File: config.mk
export PLATFORM = sky130hd
export DESIGN_NAME = rvr_redirect
export DESIGN_NICKNAME = d
export VERILOG_FILES = /design/src/common/rvr_pkg.sv /design/src/hdl/rvr_redirect.sv
export SDC_FILE = /design/constraint.sdc
export NUM_CORES = 1
export LEC_CHECK = 0
export BUFFER_PORTS_ARGS = -buffer_cell sky130_fd_sc_hd__buf_4
export CORE_MARGIN = 5
export CORE_UTILIZATION = 54
export CTS_BUF_LIST = sky130_fd_sc_hd__clkbuf_4 sky130_fd_sc_hd__clkbuf_8
export CTS_CLUSTER_SIZE = 28
export DETAILED_ROUTE_END_ITERATION = 10
export PLACE_DENSITY = 0.78
export SLEW_MARGIN = 20
export SYNTH_ARGS = -nofsm -noshare
export SYNTH_HDL_FRONTEND = slang
export SYNTH_SLANG_ARGS = --single-unit
export TNS_END_PERCENT = 100
File: constraint.sdc
create_clock -name clk -period 1.3 [get_ports clk]
set_input_delay 0.195 -clock clk [delete_from_list [all_inputs] [get_ports clk]]
set_output_delay 0.195 -clock clk [all_outputs]
set_load 0.03 [all_outputs]
File: src/common/rvr_pkg.sv
/*
 * Constants and carrier types for the restart vector redirect block.
 * Assumes a single bus clock and a processor that issues the reset control code on its memory-control bus.
 */
package rvr_pkg;
    localparam logic [4:0] RESET_CODE = 5'h08;
    localparam logic [7:0] RESET_DATA = 8'h00;
    localparam logic [7:0] REDIRECT_DATA = 8'h80;
    localparam logic [15:0] MONITOR_ENTRY = 16'h8080;
    localparam logic [15:0] USER_ENTRY = 16'h0000;
    localparam logic [1:0] POS_USER = 2'h0;
    localparam logic [1:0] POS_KEYPAD = 2'h1;
    localparam logic [1:0] POS_TERMINAL = 2'h2;

    typedef struct packed {
        logic [4:0] memory_control_code;
        logic bus_drive_direction;
        logic [1:0] execution_source_switch;
    } rvr_ctrl_t;
endpackage

File: src/hdl/rvr_redirect.sv
/*
 * Steering of the top data bit during the reset bus cycle.
 * Assumes control inputs arrive from pins and are synchronised here; the pull-up is modelled as a driven high.
 */
`timescale 1ns/1ps
module rvr_redirect (
    input wire logic clk,
    input wire logic resetn,
    input wire rvr_pkg::rvr_ctrl_t ctrl_in,
    input wire logic processor_msb_line_in,
    input wire logic gated_msb_line_in,
    output logic processor_msb_line_out,
    output logic processor_msb_line_oen,
    output logic gated_msb_line_out,
    output logic gated_msb_line_oen,
    output logic isolate_enable
);
    // Settled copies of the pin inputs; nothing here reads a first stage.
    rvr_pkg::rvr_ctrl_t ctrl_s2;
    logic [4:0] code_s3;
    logic cpu_s2;
    logic gated_s2;

    // Decoded view of the settled control inputs.
    logic reset_code_seen;
    logic non_user_position;
    logic redirect;

    // Pin levels pass two flops before any logic reads them.
    rvr_sync #(
        .WIDTH($bits(rvr_pkg::rvr_ctrl_t))
    ) ctrl_sync (
        .clk(clk),
        .resetn(resetn),
        .pin(ctrl_in),
        .synced(ctrl_s2)
    );

    rvr_sync #(
        .WIDTH(1)
    ) cpu_sync (
        .clk(clk),
        .resetn(resetn),
        .pin(processor_msb_line_in),
        .synced(cpu_s2)
    );

    rvr_sync #(
        .WIDTH(1)
    ) gated_sync (
        .clk(clk),
        .resetn(resetn),
        .pin(gated_msb_line_in),
        .synced(gated_s2)
    );

    // code held check.
    // The code bits settle one by one, so a code in transit can read as a mix for a cycle.
    // Acting only on a code seen twice in a row costs one cycle and keeps a mix from faking a restart.
    always_ff @(posedge clk) begin
        if (!resetn) begin
            code_s3 <= 5'h00;
        end else begin
            code_s3 <= ctrl_s2.memory_control_code;
        end
    end

    always_comb begin
        reset_code_seen = (ctrl_s2.memory_control_code == rvr_pkg::RESET_CODE)
            && (code_s3 == rvr_pkg::RESET_CODE);
        non_user_position = (ctrl_s2.execution_source_switch != rvr_pkg::POS_USER);
        redirect = reset_code_seen && non_user_position;
    end

    always_ff @(posedge clk) begin
        if (!resetn) begin
            isolate_enable <= 1'b0;
        end else begin
            isolate_enable <= redirect;
        end
    end

    always_ff @(posedge clk) begin
        if (!resetn) begin
            gated_msb_line_out <= 1'b0;
            gated_msb_line_oen <= 1'b1;
        end else if (redirect) begin
            // Stands in for the pull-up, so the devices load the monitor entry and not zero.
            gated_msb_line_out <= rvr_pkg::REDIRECT_DATA[7];
            gated_msb_line_oen <= 1'b0;
        end else if (ctrl_s2.bus_drive_direction) begin
            gated_msb_line_out <= cpu_s2;
            gated_msb_line_oen <= 1'b0;
        end else begin
            gated_msb_line_out <= 1'b0;
            gated_msb_line_oen <= 1'b1;
        end
    end

    always_ff @(posedge clk) begin
        if (!resetn) begin
            processor_msb_line_out <= 1'b0;
            processor_msb_line_oen <= 1'b1;
        end else if (redirect) begin
            processor_msb_line_out <= 1'b0;
            processor_msb_line_oen <= 1'b1;
        end else if (!ctrl_s2.bus_drive_direction) begin
            processor_msb_line_out <= gated_s2;
            processor_msb_line_oen <= 1'b0;
        end else begin
            processor_msb_line_out <= 1'b0;
            processor_msb_line_oen <= 1'b1;
        end
    end

    // A reset code in a non-user position isolates the processor next cycle.
    AST_ISOLATE: assert property (@(posedge clk) disable iff (!resetn)
        redirect
        |=> isolate_enable && processor_msb_line_oen)
        else $error("isolation missing");

    AST_KEYPAD: assert property (@(posedge clk) disable iff (!resetn)
        (reset_code_seen && ctrl_s2.execution_source_switch == rvr_pkg::POS_KEYPAD)
        |=> isolate_enable)
        else $error("keypad position not isolating");

    AST_TERMINAL: assert property (@(posedge clk) disable iff (!resetn)
        (reset_code_seen && ctrl_s2.execution_source_switch == rvr_pkg::POS_TERMINAL)
        |=> isolate_enable)
        else $error("terminal position not isolating");

    AST_HELD_CODE: assert property (@(posedge clk) disable iff (!resetn)
        (ctrl_s2.memory_control_code == rvr_pkg::RESET_CODE && code_s3 != rvr_pkg::RESET_CODE)
        |=> !isolate_enable)
        else $error("isolation on an unconfirmed code");

    // Once the reset code leaves the bus the isolation ends on the next edge.
    AST_RELEASE: assert property (@(posedge clk) disable iff (!resetn)
        (isolate_enable && ctrl_s2.memory_control_code != rvr_pkg::RESET_CODE)
        |=> !isolate_enable)
        else $error("isolation outlived the reset code");

    AST_PULLUP: assert property (@(posedge clk) disable iff (!resetn)
        redirect
        |=> gated_msb_line_out && !gated_msb_line_oen)
        else $error("gated line not high");

    AST_USER: assert property (@(posedge clk) disable iff (!resetn)
        (ctrl_s2.execution_source_switch == rvr_pkg::POS_USER)
        |=> !isolate_enable)
        else $error("redirect in user position");

    AST_USER_PASS: assert property (@(posedge clk) disable iff (!resetn)
        (reset_code_seen && ctrl_s2.execution_source_switch == rvr_pkg::POS_USER && ctrl_s2.bus_drive_direction)
        |=> !gated_msb_line_oen && gated_msb_line_out == $past(cpu_s2))
        else $error("user position reset bit not passed");

    AST_ONE_DIR: assert property (@(posedge clk) disable iff (!resetn)
        ($past(resetn) && !$past(redirect))
        |-> (gated_msb_line_oen != processor_msb_line_oen))
        else $error("both or no buffers enabled");

    AST_OUT_DIR: assert property (@(posedge clk) disable iff (!resetn)
        (!redirect && ctrl_s2.bus_drive_direction)
        |=> !gated_msb_line_oen && processor_msb_line_oen)
        else $error("outbound direction not selected");

    AST_IN_DIR: assert property (@(posedge clk) disable iff (!resetn)
        (!redirect && !ctrl_s2.bus_drive_direction)
        |=> gated_msb_line_oen && !processor_msb_line_oen)
        else $error("inbound direction not selected");

    AST_FOLLOW_OUT: assert property (@(posedge clk) disable iff (!resetn)
        (!redirect && ctrl_s2.bus_drive_direction)
        |=> gated_msb_line_out == $past(cpu_s2))
        else $error("gated line not following");

    AST_FOLLOW_IN: assert property (@(posedge clk) disable iff (!resetn)
        (!redirect && !ctrl_s2.bus_drive_direction)
        |=> processor_msb_line_out == $past(gated_s2))
        else $error("inbound bit not following");

    AST_CODE_ONLY: assert property (@(posedge clk) disable iff (!resetn)
        (ctrl_s2.memory_control_code != rvr_pkg::RESET_CODE)
        |=> !isolate_enable)
        else $error("isolation without the reset code");

    AST_OTHER_OUT: assert property (@(posedge clk) disable iff (!resetn)
        (ctrl_s2.memory_control_code != rvr_pkg::RESET_CODE && ctrl_s2.bus_drive_direction)
        |=> !gated_msb_line_oen && gated_msb_line_out == $past(cpu_s2))
        else $error("other code outbound bit not passed");

    AST_OTHER_IN: assert property (@(posedge clk) disable iff (!resetn)
        (ctrl_s2.memory_control_code != rvr_pkg::RESET_CODE && !ctrl_s2.bus_drive_direction)
        |=> !processor_msb_line_oen && processor_msb_line_out == $past(gated_s2))
        else $error("other code inbound bit not passed");
endmodule

// Two-flop synchroniser for pin levels; only the second stage leaves the module.
module rvr_sync #(
    parameter int WIDTH = 1
) (
    input wire logic clk,
    input wire logic resetn,
    input wire logic [WIDTH-1:0] pin,
    output logic [WIDTH-1:0] synced
);
    logic [WIDTH-1:0] stage1;

    always_ff @(posedge clk) begin
        if (!resetn) begin
            stage1 <= '0;
            synced <= '0;
        end else begin
            stage1 <= pin;
            synced <= stage1;
        end
    end
endmodule

==> impl_metrics.env, run 1 <==
export IMPL_gr_total_overflow=0
export IMPL_ys_types=12
export IMPL_drt_first_pass_iters=3
export IMPL_drtIter0Drc=1
export IMPL_setup_violations=0
export IMPL_fp_dieH_um=50.5
export IMPL_clock_latency_ns=0.29
export IMPL_post_route_period_util_pct=86.9
export IMPL_grt_start_max_net_pins=31
export IMPL_drive_above_1_share_pct=28.4
export IMPL_finalCriticalPeriod_ns=1.13
export IMPL_syn_area_um2=886
export IMPL_cts_clk_slew_worst_paths_ns=0.08
export IMPL_tightest_slew_ns=0.235
export IMPL_hold_path_startpoint="ctrl_in[5]"
export IMPL_r2r_slack_ns=0.17
export IMPL_cp_end_kind="flip-flop"
export IMPL_synth_nets=81
export IMPL_critical_path_class="flip-flop to flip-flop"
export IMPL_p_total_uw=1540
export IMPL_syn_inst=69
export IMPL_track_usage_pct=10.0
export IMPL_drv_cap=0
export IMPL_numCtsBuffers=5
export IMPL_viasPerCell=4.63
export IMPL_fin_skew_ns=0.00464
export IMPL_synth_seq_area_share_pct=67.8
export IMPL_worst_hold_path_type="input pin to flip-flop"
export IMPL_cts_root_buf="clkbuf_4"
export IMPL_p_per_area_mw_per_mm2=1440
export IMPL_die_x_um=50.5
export IMPL_h_tree_depth=2
export IMPL_crit_arrival_ns=1.32
export IMPL_hold_viol_final=0
export IMPL_n_antenna_cell=0
export IMPL_yosys_area_top_type_share_pct=67.8
export IMPL_drc=0
export IMPL_grt_pass1_vias=481
export IMPL_top_level_ports=17
export IMPL_ys_top_cells_by_area="dfxtp_1 (68%), and2_1 (18%), nor4b_4 (5.4%), o2111ai_2 (1.7%), clkbuf_1 (1.3%)"
export IMPL_clock_path_buffers=2
export IMPL_r2r_start="ctrl_sync.synced[5]"
export IMPL_routed_wl_um=1020
export IMPL_vias=482
export IMPL_post_cts_buffers=0
export IMPL_drt_antenna_violating_nets=0
export IMPL_place_congestion=0.731
export IMPL_antenna_found_initial=0
export IMPL_setup_tns_final_ns=0
export IMPL_p_leak_uw=0.000460
export IMPL_syn2layout_area_growth_pct=20.3
export IMPL_max_slew_margin_pct=84.3
export IMPL_final_nets=101
export IMPL_async_flop_share_pct=0
export IMPL_wl_per_cell_um=9.78
export IMPL_cts_repair_resized=0
export IMPL_hold_buffers=0
export IMPL_synth_avg_cell_area_um2=12.8
export IMPL_min_to="ctrl_sync.stage1[5]"
export IMPL_cp_start_kind="flip-flop"
export IMPL_status="complete, no violations"
export IMPL_critPathRequiredTime_ns=1.49
export IMPL_r2r_cells=3
export IMPL_fmax_mhz=885
export IMPL_io_buffers=16
export IMPL_rsz0062_at_grt="false"
export IMPL_dieArea_mm2=0.00255
export IMPL_synth_seq_cells=30
export IMPL_cts_tree="built"
export IMPL_cts_sinks=30
export IMPL_r2r_end="processor_msb_line_out"
export IMPL_whs_path_depth=2
export IMPL_worst_path_max_fanout=3
export IMPL_num_fill_cells=113
export IMPL_start_util_pct=58.1
export IMPL_rows=14
export IMPL_vdd_drop_max_mv=0.902
export IMPL_ys_flop_type="dfxtp_1"
export IMPL_synthTopCellsByCount="dfxtp_1 (30), and2_1 (26), clkbuf_1 (3)"
export IMPL_yosys_area_top_type="dfxtp_1"
export IMPL_synth_most_common_cell="dfxtp_1"
export IMPL_drv_slew=0
export IMPL_synth_edf_count=0
export IMPL_synth_warnings=0
export IMPL_core_mm2=0.00152
export IMPL_grt_pass1_wl_um=1880
## cell usage in the layout, fill, tap and decap left out, drive strengths merged
master,Yosys,routed
a21boi,1,1
and2,26,26
and4b,1,1
buf,0,16
clkbuf,3,6
dfxtp,30,30
nand2,1,1
nand3b,1,1
nor2,1,1
nor4b,2,2
o2111a,1,1
o2111ai,1,1
o21ai,1,1
## critical path, cell delays in order, from the launching register on
cell	delay (ns)
dfxtp_1	0.33
nor4b_4	0.31
o2111ai_2	0.16
and4b_1	0.22
## per-stage QoR
stage | utilization, % | instance area (µm²) | worst slack (ns) | hold WS (ns) | instances
final | 70.0 | 1070 | 0.170 | 0.102 | 104
after global routing | 70.0 | 1070 | 0.115 | 0.0827 | 104
after CTS | 70.0 | 1070 | 0.162 | 0.0914 | 104
after detailed placement | 66.6 | 1010 | 0.179 | 0.406 | 98
after global placement | 66.6 | 1010 | 0.198 | 0.403 | 98
after floorplan | - | 886 | 0.229 | 0.322 | 69
## how the worst max path moves through the flow
| stage | startpoint | endpoint | slack, ns |
|---|---|---|---|
| after detailed placement | code_s3[0] | processor_msb_line_out | 0.18 |
| final | ctrl_sync.synced[5] | processor_msb_line_out | 0.17 |
| after floorplan | code_s3[0] | processor_msb_line_out | 0.23 |
| after global routing | ctrl_sync.synced[5] | processor_msb_line_out | 0.12 |
| after CTS | ctrl_sync.synced[5] | processor_msb_line_out | 0.16 |
| after global placement | ctrl_sync.synced[5] | processor_msb_line_out | 0.20 |
## layout make-up
class	count	area (µm²)	share of cell area, %
Tap cell	16	20.0	1.88
Clock buffer	6	51.3	4.81
Timing Repair Buffer	16	120	11.3
Sequential cell	30	601	56.3
Multi-Input combinational cell	36	274	25.7
## metal layers
layer,GRT usage [%],wire length [µm],up-vias
li1,-,-,258
met1,10.9,456,207
met2,15.1,471,17
met3,7.10,89,0
met4,3.83,0,0
met5,0,0,-
## power breakdown
part	switching, µW	internal, µW
sequential	13.9	955
combinational	29.6	47.8
clock	251	243
total	294	1250
## state kept, by name, summed over array words and instances (netlist names)
signal / flops
cpu_sync.synced: 1
gated_msb_line_out: 1
isolate_enable: 1
gated_sync.synced: 1
cpu_sync.stage1: 1
code_s3: 5
processor_msb_line_oen: 1
gated_msb_line_oen: 1
ctrl_sync.stage1: 8
gated_sync.stage1: 1
ctrl_sync.synced: 8
processor_msb_line_out: 1
## logic make-up (layout without fill, tap and decap cells)
group / after synthesis / after routing / share of synthesized area (%)
AND/OR/NAND/NOR: 32 / 32 / 26.6
flip-flops: 30 / 30 / 67.8
AO/OA/AOI/OAI: 4 / 4 / 4.38
buffers and inverters: 3 / 22 / 1.27
Note: power is estimated with default switching activity, not from simulation.
==> run 2, diff against run 1 <==
--- a/config.mk
+++ b/config.mk
@@ -7,11 +7,12 @@
 export LEC_CHECK = 0
 export BUFFER_PORTS_ARGS = -buffer_cell sky130_fd_sc_hd__buf_4
 export CORE_MARGIN = 5
-export CORE_UTILIZATION = 54
+export CORE_UTILIZATION = 49
 export CTS_BUF_LIST = sky130_fd_sc_hd__clkbuf_4 sky130_fd_sc_hd__clkbuf_8
 export CTS_CLUSTER_SIZE = 28
 export DETAILED_ROUTE_END_ITERATION = 10
-export PLACE_DENSITY = 0.78
+export PLACE_DENSITY = 0.75
+export SKIP_LAST_GASP = 1
 export SLEW_MARGIN = 20
 export SYNTH_ARGS = -nofsm -noshare
 export SYNTH_HDL_FRONTEND = slang
==> constraint.sdc (replaced) <==
create_clock -name clk -period 1 [get_ports clk]
set_input_delay 0.15 -clock clk [delete_from_list [all_inputs] [get_ports clk]]
set_output_delay 0.15 -clock clk [all_outputs]
set_load 0.03 [all_outputs]
==> run 2 against run 1 <==
Effect of this change: the run now ends with setup timing left; maximum frequency fell by 0.81%; sequential share of layout area down 0.94 points; combinational power increased by 30%; utilization is 6.9 points lower; largest cell class unchanged.
==> impl_metrics.env, run 2 (synthesis results as in run 1) <==
export IMPL_status="finished, violations left"
export IMPL_violations="setup timing"
export IMPL_grt_start_max_net_pins=31
export IMPL_tightest_slew_ns=0.253
export IMPL_cts_tree="built"
export IMPL_top_level_ports=17
export IMPL_drc=0
export IMPL_final_common_cell="dfxtp_1"
export IMPL_post_dp_cell_area_mm2=0.00103
export IMPL_utilization_pct=63.0
export IMPL_n_antenna_cell=0
export IMPL_numCtsBuffers=5
export IMPL_dp_cells=107
export IMPL_cp_start_kind="flip-flop"
export IMPL_finalCriticalPeriod_ns=1.14
export IMPL_max_slew_margin_pct=83.0
export IMPL_final_nets=102
export IMPL_place_congestion=0.706
export IMPL_crit_slowest_cell="dfxtp_2"
export IMPL_syn2layout_area_growth_pct=22.9
export IMPL_fmax_mhz=878
export IMPL_fin_skew_ns=0.00384
export IMPL_cts_root_buf="clkbuf_4"
export IMPL_track_usage_pct=10.7
export IMPL_crit_arrival_ns=1.35
export IMPL_reg_top3="ctrl_sync.stage1 x8, ctrl_sync.synced x8, code_s3 x5"
export IMPL_cts_clk_slew_worst_paths_ns=0.08
export IMPL_start_util_pct=51.3
export IMPL_num_fill_cells=148
export IMPL_clock_latency_ns=0.31
export IMPL_critPathRequiredTime_ns=1.21
export IMPL_routed_wl_um=1120
export IMPL_final_seq_area_um2=603
export IMPL_dieArea_mm2=0.00276
export IMPL_whs_ns=0.0392
export IMPL_hold_viol_final=0
export IMPL_worst_hold_path_type="input pin to flip-flop"
export IMPL_cp_end_kind="flip-flop"
export IMPL_drive_above_1_share_pct=32.2
export IMPL_fp_dieH_um=52.5
export IMPL_drtIter0Drc=4
export IMPL_dp_worst_setup_slack_ns=-0.150
export IMPL_rsz0062_at_grt="true"
export IMPL_io_buffers=16
export IMPL_critical_path_max_stage_delay_ns=0.34
export IMPL_rows=15
export IMPL_drv_cap=0
export IMPL_viasPerCell=4.34
export IMPL_grt_pass1_wl_um=2020
export IMPL_drt_antenna_violating_nets=0
export IMPL_gr_total_overflow=0
export IMPL_vias=499
export IMPL_finalInstanceArea_mm2=0.00109
export IMPL_vdd_drop_max_mv=1.16
export IMPL_antenna_found_initial=0
export IMPL_p_per_area_mw_per_mm2=1860
export IMPL_clock_path_buffers=2
export IMPL_die_x_um=52.5
export IMPL_cts_sinks=30
export IMPL_critical_path_class="flip-flop to flip-flop"
export IMPL_h_tree_depth=2
export IMPL_setup_ws_ns=-0.139
export IMPL_fin_cells=115
export IMPL_post_route_period_util_pct=114
export IMPL_grt_pass1_vias=507
export IMPL_worstPathCellList="nor4b_4, o2111ai_2, and4b_1"
export IMPL_drt_first_pass_iters=3
export IMPL_wl_per_cell_um=9.70
export IMPL_multi_input_area_um2=274
export IMPL_p_leak_uw=0.000469
export IMPL_setup_violations=5
export IMPL_layout_common_cells="dfxtp_1 (28), and2_1 (26), buf_4 (17)"
export IMPL_drv_slew=0
export IMPL_core_mm2=0.00173
export IMPL_worst_path_max_fanout=3
-- run 2: changes by cell type in the layout (fill, tap and decap cells not counted) --
cell / change
clkbuf_4: +2
buf_4: +1
dfxtp_2: +2
dfxtp_1: -2
clkbuf_8: -1
-- run 2: power breakdown --
group | switching [µW] | total [µW] | internal, µW | leakage (µW)
combinational | 38.6 | 101 | 62.3 | 0.000189
clock | 349 | 668 | 319 | 0.0000322
sequential | 18.2 | 1260 | 1240 | 0.000248
-- run 2: what timing repair did --
action                                  CTS  global route
buffers inserted                          0             1
hold buffers                              0             0
endpoints found under the setup margin    5             5
pin swaps                                 4             2
gates resized for setup                   1             0
-- run 2: worst max-delay path, delay by kind of cell (launching register included) --
kind            cells  cell delay, ns
compound gates      1            0.18
flops               1            0.34
simple gates        2            0.51
-- run 2: final timing paths --
kind                                               end                start  slack (ns)  depth (start not counted)
worst max-delay path            processor_msb_line_out  ctrl_sync.synced[3]       -0.14                          3
worst min-delay path               ctrl_sync.stage1[5]           ctrl_in[5]        0.04                          2
worst max register to register  processor_msb_line_out  ctrl_sync.synced[3]       -0.14                          3
worst min register to register     ctrl_sync.synced[0]  ctrl_sync.stage1[0]        0.43                          1
-- run 2: routing by layer --
| layer | vias up | wire length [µm] | track usage, % |
|---|---|---|---|
| met5 | - | 0 | 0 |
| met3 | 5 | 80 | 5.98 |
| met2 | 16 | 529 | 16.5 |
| met4 | 0 | 32 | 7.66 |
| li1 | 265 | - | - |
| met1 | 213 | 471 | 10.8 |
-- run 2: layout make-up --
cell class	count	area share (%)
tap	25	2.87
timing repair buffer	17	11.7
clock buffer	7	4.83
multi-input combinational	36	25.2
sequential	30	55.4
-- run 2: through the flow --
step	setup TNS, ns	total power, µW
detailed placement	-0.387	1390
floorplan	-0.0581	1340
finish	-0.464	2030
global placement	-0.149	1390
CTS	-0.425	2050
global route	-0.929	2130
==> run 3, diff against run 2 <==
--- a/config.mk
+++ b/config.mk
@@ -12,6 +12,7 @@
 export CTS_CLUSTER_SIZE = 28
 export DETAILED_ROUTE_END_ITERATION = 10
 export PLACE_DENSITY = 0.75
+export SKIP_CTS_REPAIR_TIMING = 1
 export SKIP_LAST_GASP = 1
 export SLEW_MARGIN = 20
 export SYNTH_ARGS = -nofsm -noshare
==> run 3 against run 2 <==
Effect of this change: the run still ends with setup timing left; global-route usage fell by 0.12 points; via count did not move; count of clock-buffer cells in the layout did not move; die area did not move; worst hold slack did not move; register-to-register slack barely moved; design area did not move; critical path depth did not move; clock power barely moved; critical path type unchanged.
==> impl_metrics.env, run 3 (synthesis results as in run 1) <==
export IMPL_rows=15
export IMPL_num_fill_cells=148
export IMPL_drc=0
export IMPL_tightest_slew_ns=0.253
export IMPL_critical_path_class="flip-flop to flip-flop"
export IMPL_worst_hold_path_type="input pin to flip-flop"
export IMPL_routed_wl_um=1110
export IMPL_post_dp_cell_area_mm2=0.00103
export IMPL_final_seq_area_um2=603
export IMPL_p_per_area_mw_per_mm2=1860
export IMPL_worst_path_max_fanout=3
export IMPL_dieArea_mm2=0.00276
export IMPL_crit_arrival_ns=1.35
export IMPL_final_nets=102
export IMPL_critical_path_max_stage_delay_ns=0.34
export IMPL_finalCriticalPeriod_ns=1.14
export IMPL_drt_first_pass_iters=3
export IMPL_multi_input_area_um2=274
export IMPL_h_tree_depth=2
export IMPL_reg_top3="ctrl_sync.stage1 x8, ctrl_sync.synced x8, code_s3 x5"
export IMPL_grt_pass1_vias=504
export IMPL_dp_worst_setup_slack_ns=-0.150
export IMPL_p_leak_uw=0.000469
export IMPL_fin_skew_ns=0.00375
export IMPL_cts_sinks=30
export IMPL_die_x_um=52.5
export IMPL_whs_path_depth=2
export IMPL_grt_pass1_wl_um=1990
export IMPL_cts_clk_slew_worst_paths_ns=0.08
export IMPL_utilization_pct=63.0
export IMPL_drv_slew=0
export IMPL_place_congestion=0.706
export IMPL_worstPathCellList="nor4b_4, o2111ai_2, and4b_1"
export IMPL_n_antenna_cell=0
export IMPL_antenna_found_initial=0
export IMPL_setup_ws_ns=-0.139
export IMPL_max_slew_margin_pct=83.0
export IMPL_numCtsBuffers=5
export IMPL_vdd_drop_max_mv=1.16
export IMPL_r2r_cells=3
export IMPL_syn2layout_area_growth_pct=22.9
export IMPL_clock_latency_ns=0.31
export IMPL_clock_path_buffers=2
export IMPL_io_buffers=16
export IMPL_finalInstanceArea_mm2=0.00109
export IMPL_cts_tree="built"
export IMPL_cp_end_kind="flip-flop"
export IMPL_cts_root_buf="clkbuf_4"
export IMPL_final_common_cell="dfxtp_1"
export IMPL_drt_antenna_violating_nets=0
export IMPL_cp_buffers_inverters=0
export IMPL_cp_num_cells=3
export IMPL_gr_total_overflow=0
export IMPL_core_mm2=0.00173
export IMPL_rsz0062_at_grt="true"
export IMPL_status="finished, violations left"
export IMPL_grt_start_max_net_pins=31
export IMPL_drv_cap=0
export IMPL_start_util_pct=51.3
export IMPL_crit_slowest_cell="dfxtp_2"
export IMPL_vias=499
export IMPL_viasPerCell=4.34
export IMPL_cp_top_family="simple AND/OR/NAND/NOR gates"
export IMPL_setup_violations=5
export IMPL_fmax_mhz=878
export IMPL_post_route_period_util_pct=114
export IMPL_wl_per_cell_um=9.69
export IMPL_layout_common_cells="dfxtp_1 (28), and2_1 (26), buf_4 (17)"
export IMPL_fp_dieH_um=52.5
export IMPL_drtIter0Drc=4
export IMPL_track_usage_pct=10.6
export IMPL_top_level_ports=17
export IMPL_cp_start_kind="flip-flop"
export IMPL_violations="setup timing"
export IMPL_hold_viol_final=0
export IMPL_drive_above_1_share_pct=32.2
export IMPL_critPathRequiredTime_ns=1.21
run 3: metrics by stage:
step	instances	setup TNS, ns	power, µW	hold slack, ns
global placement	107	-0.149	1390	0.358
floorplan	69	-0.0581	1340	0.277
detailed placement	107	-0.387	1390	0.362
CTS	114	-0.463	2050	0.0379
finish	115	-0.471	2030	0.0392
global route	115	-0.930	2130	0.0249
run 3: power by group:
| part | switching, µW | internal (µW) |
|---|---|---|
| combinational | 38.6 | 62.3 |
| sequential | 18.2 | 1240 |
| clock | 349 | 319 |
| total | 406 | 1620 |
run 3: path summary, 6_finish.rpt:
check / start / endpoint / slack [ns]
max: ctrl_sync.synced[3] / processor_msb_line_out / -0.14
min reg2reg: ctrl_sync.stage1[0] / ctrl_sync.synced[0] / 0.43
max reg2reg: ctrl_sync.synced[3] / processor_msb_line_out / -0.14
min: ctrl_in[5] / ctrl_sync.stage1[5] / 0.04
run 3: worst reg2reg max path: stages, from the launching register on:
cell	delay, ns
dfxtp_2	0.34
nor4b_4	0.32
o2111ai_2	0.18
and4b_1	0.20
run 3: cell type report:
| class | count | area share [%] |
|---|---|---|
| well taps | 25 | 2.87 |
| repair buffers | 17 | 11.7 |
| flip-flops and latches | 30 | 55.4 |
| multi-input cells | 36 | 25.2 |
| clock buffers | 7 | 4.83 |
run 3: per-layer routing:
layer / wire length, µm / part of all wire [%] / vias up / global-route usage, %
met5: 0 / 0 / - / 0
met4: 32 / 2.9 / 0 / 7.66
met3: 80 / 7.2 / 5 / 5.98
met2: 529 / 47 / 16 / 16.5
met1: 471 / 42 / 213 / 10.5
li1: - / - / 265 / -
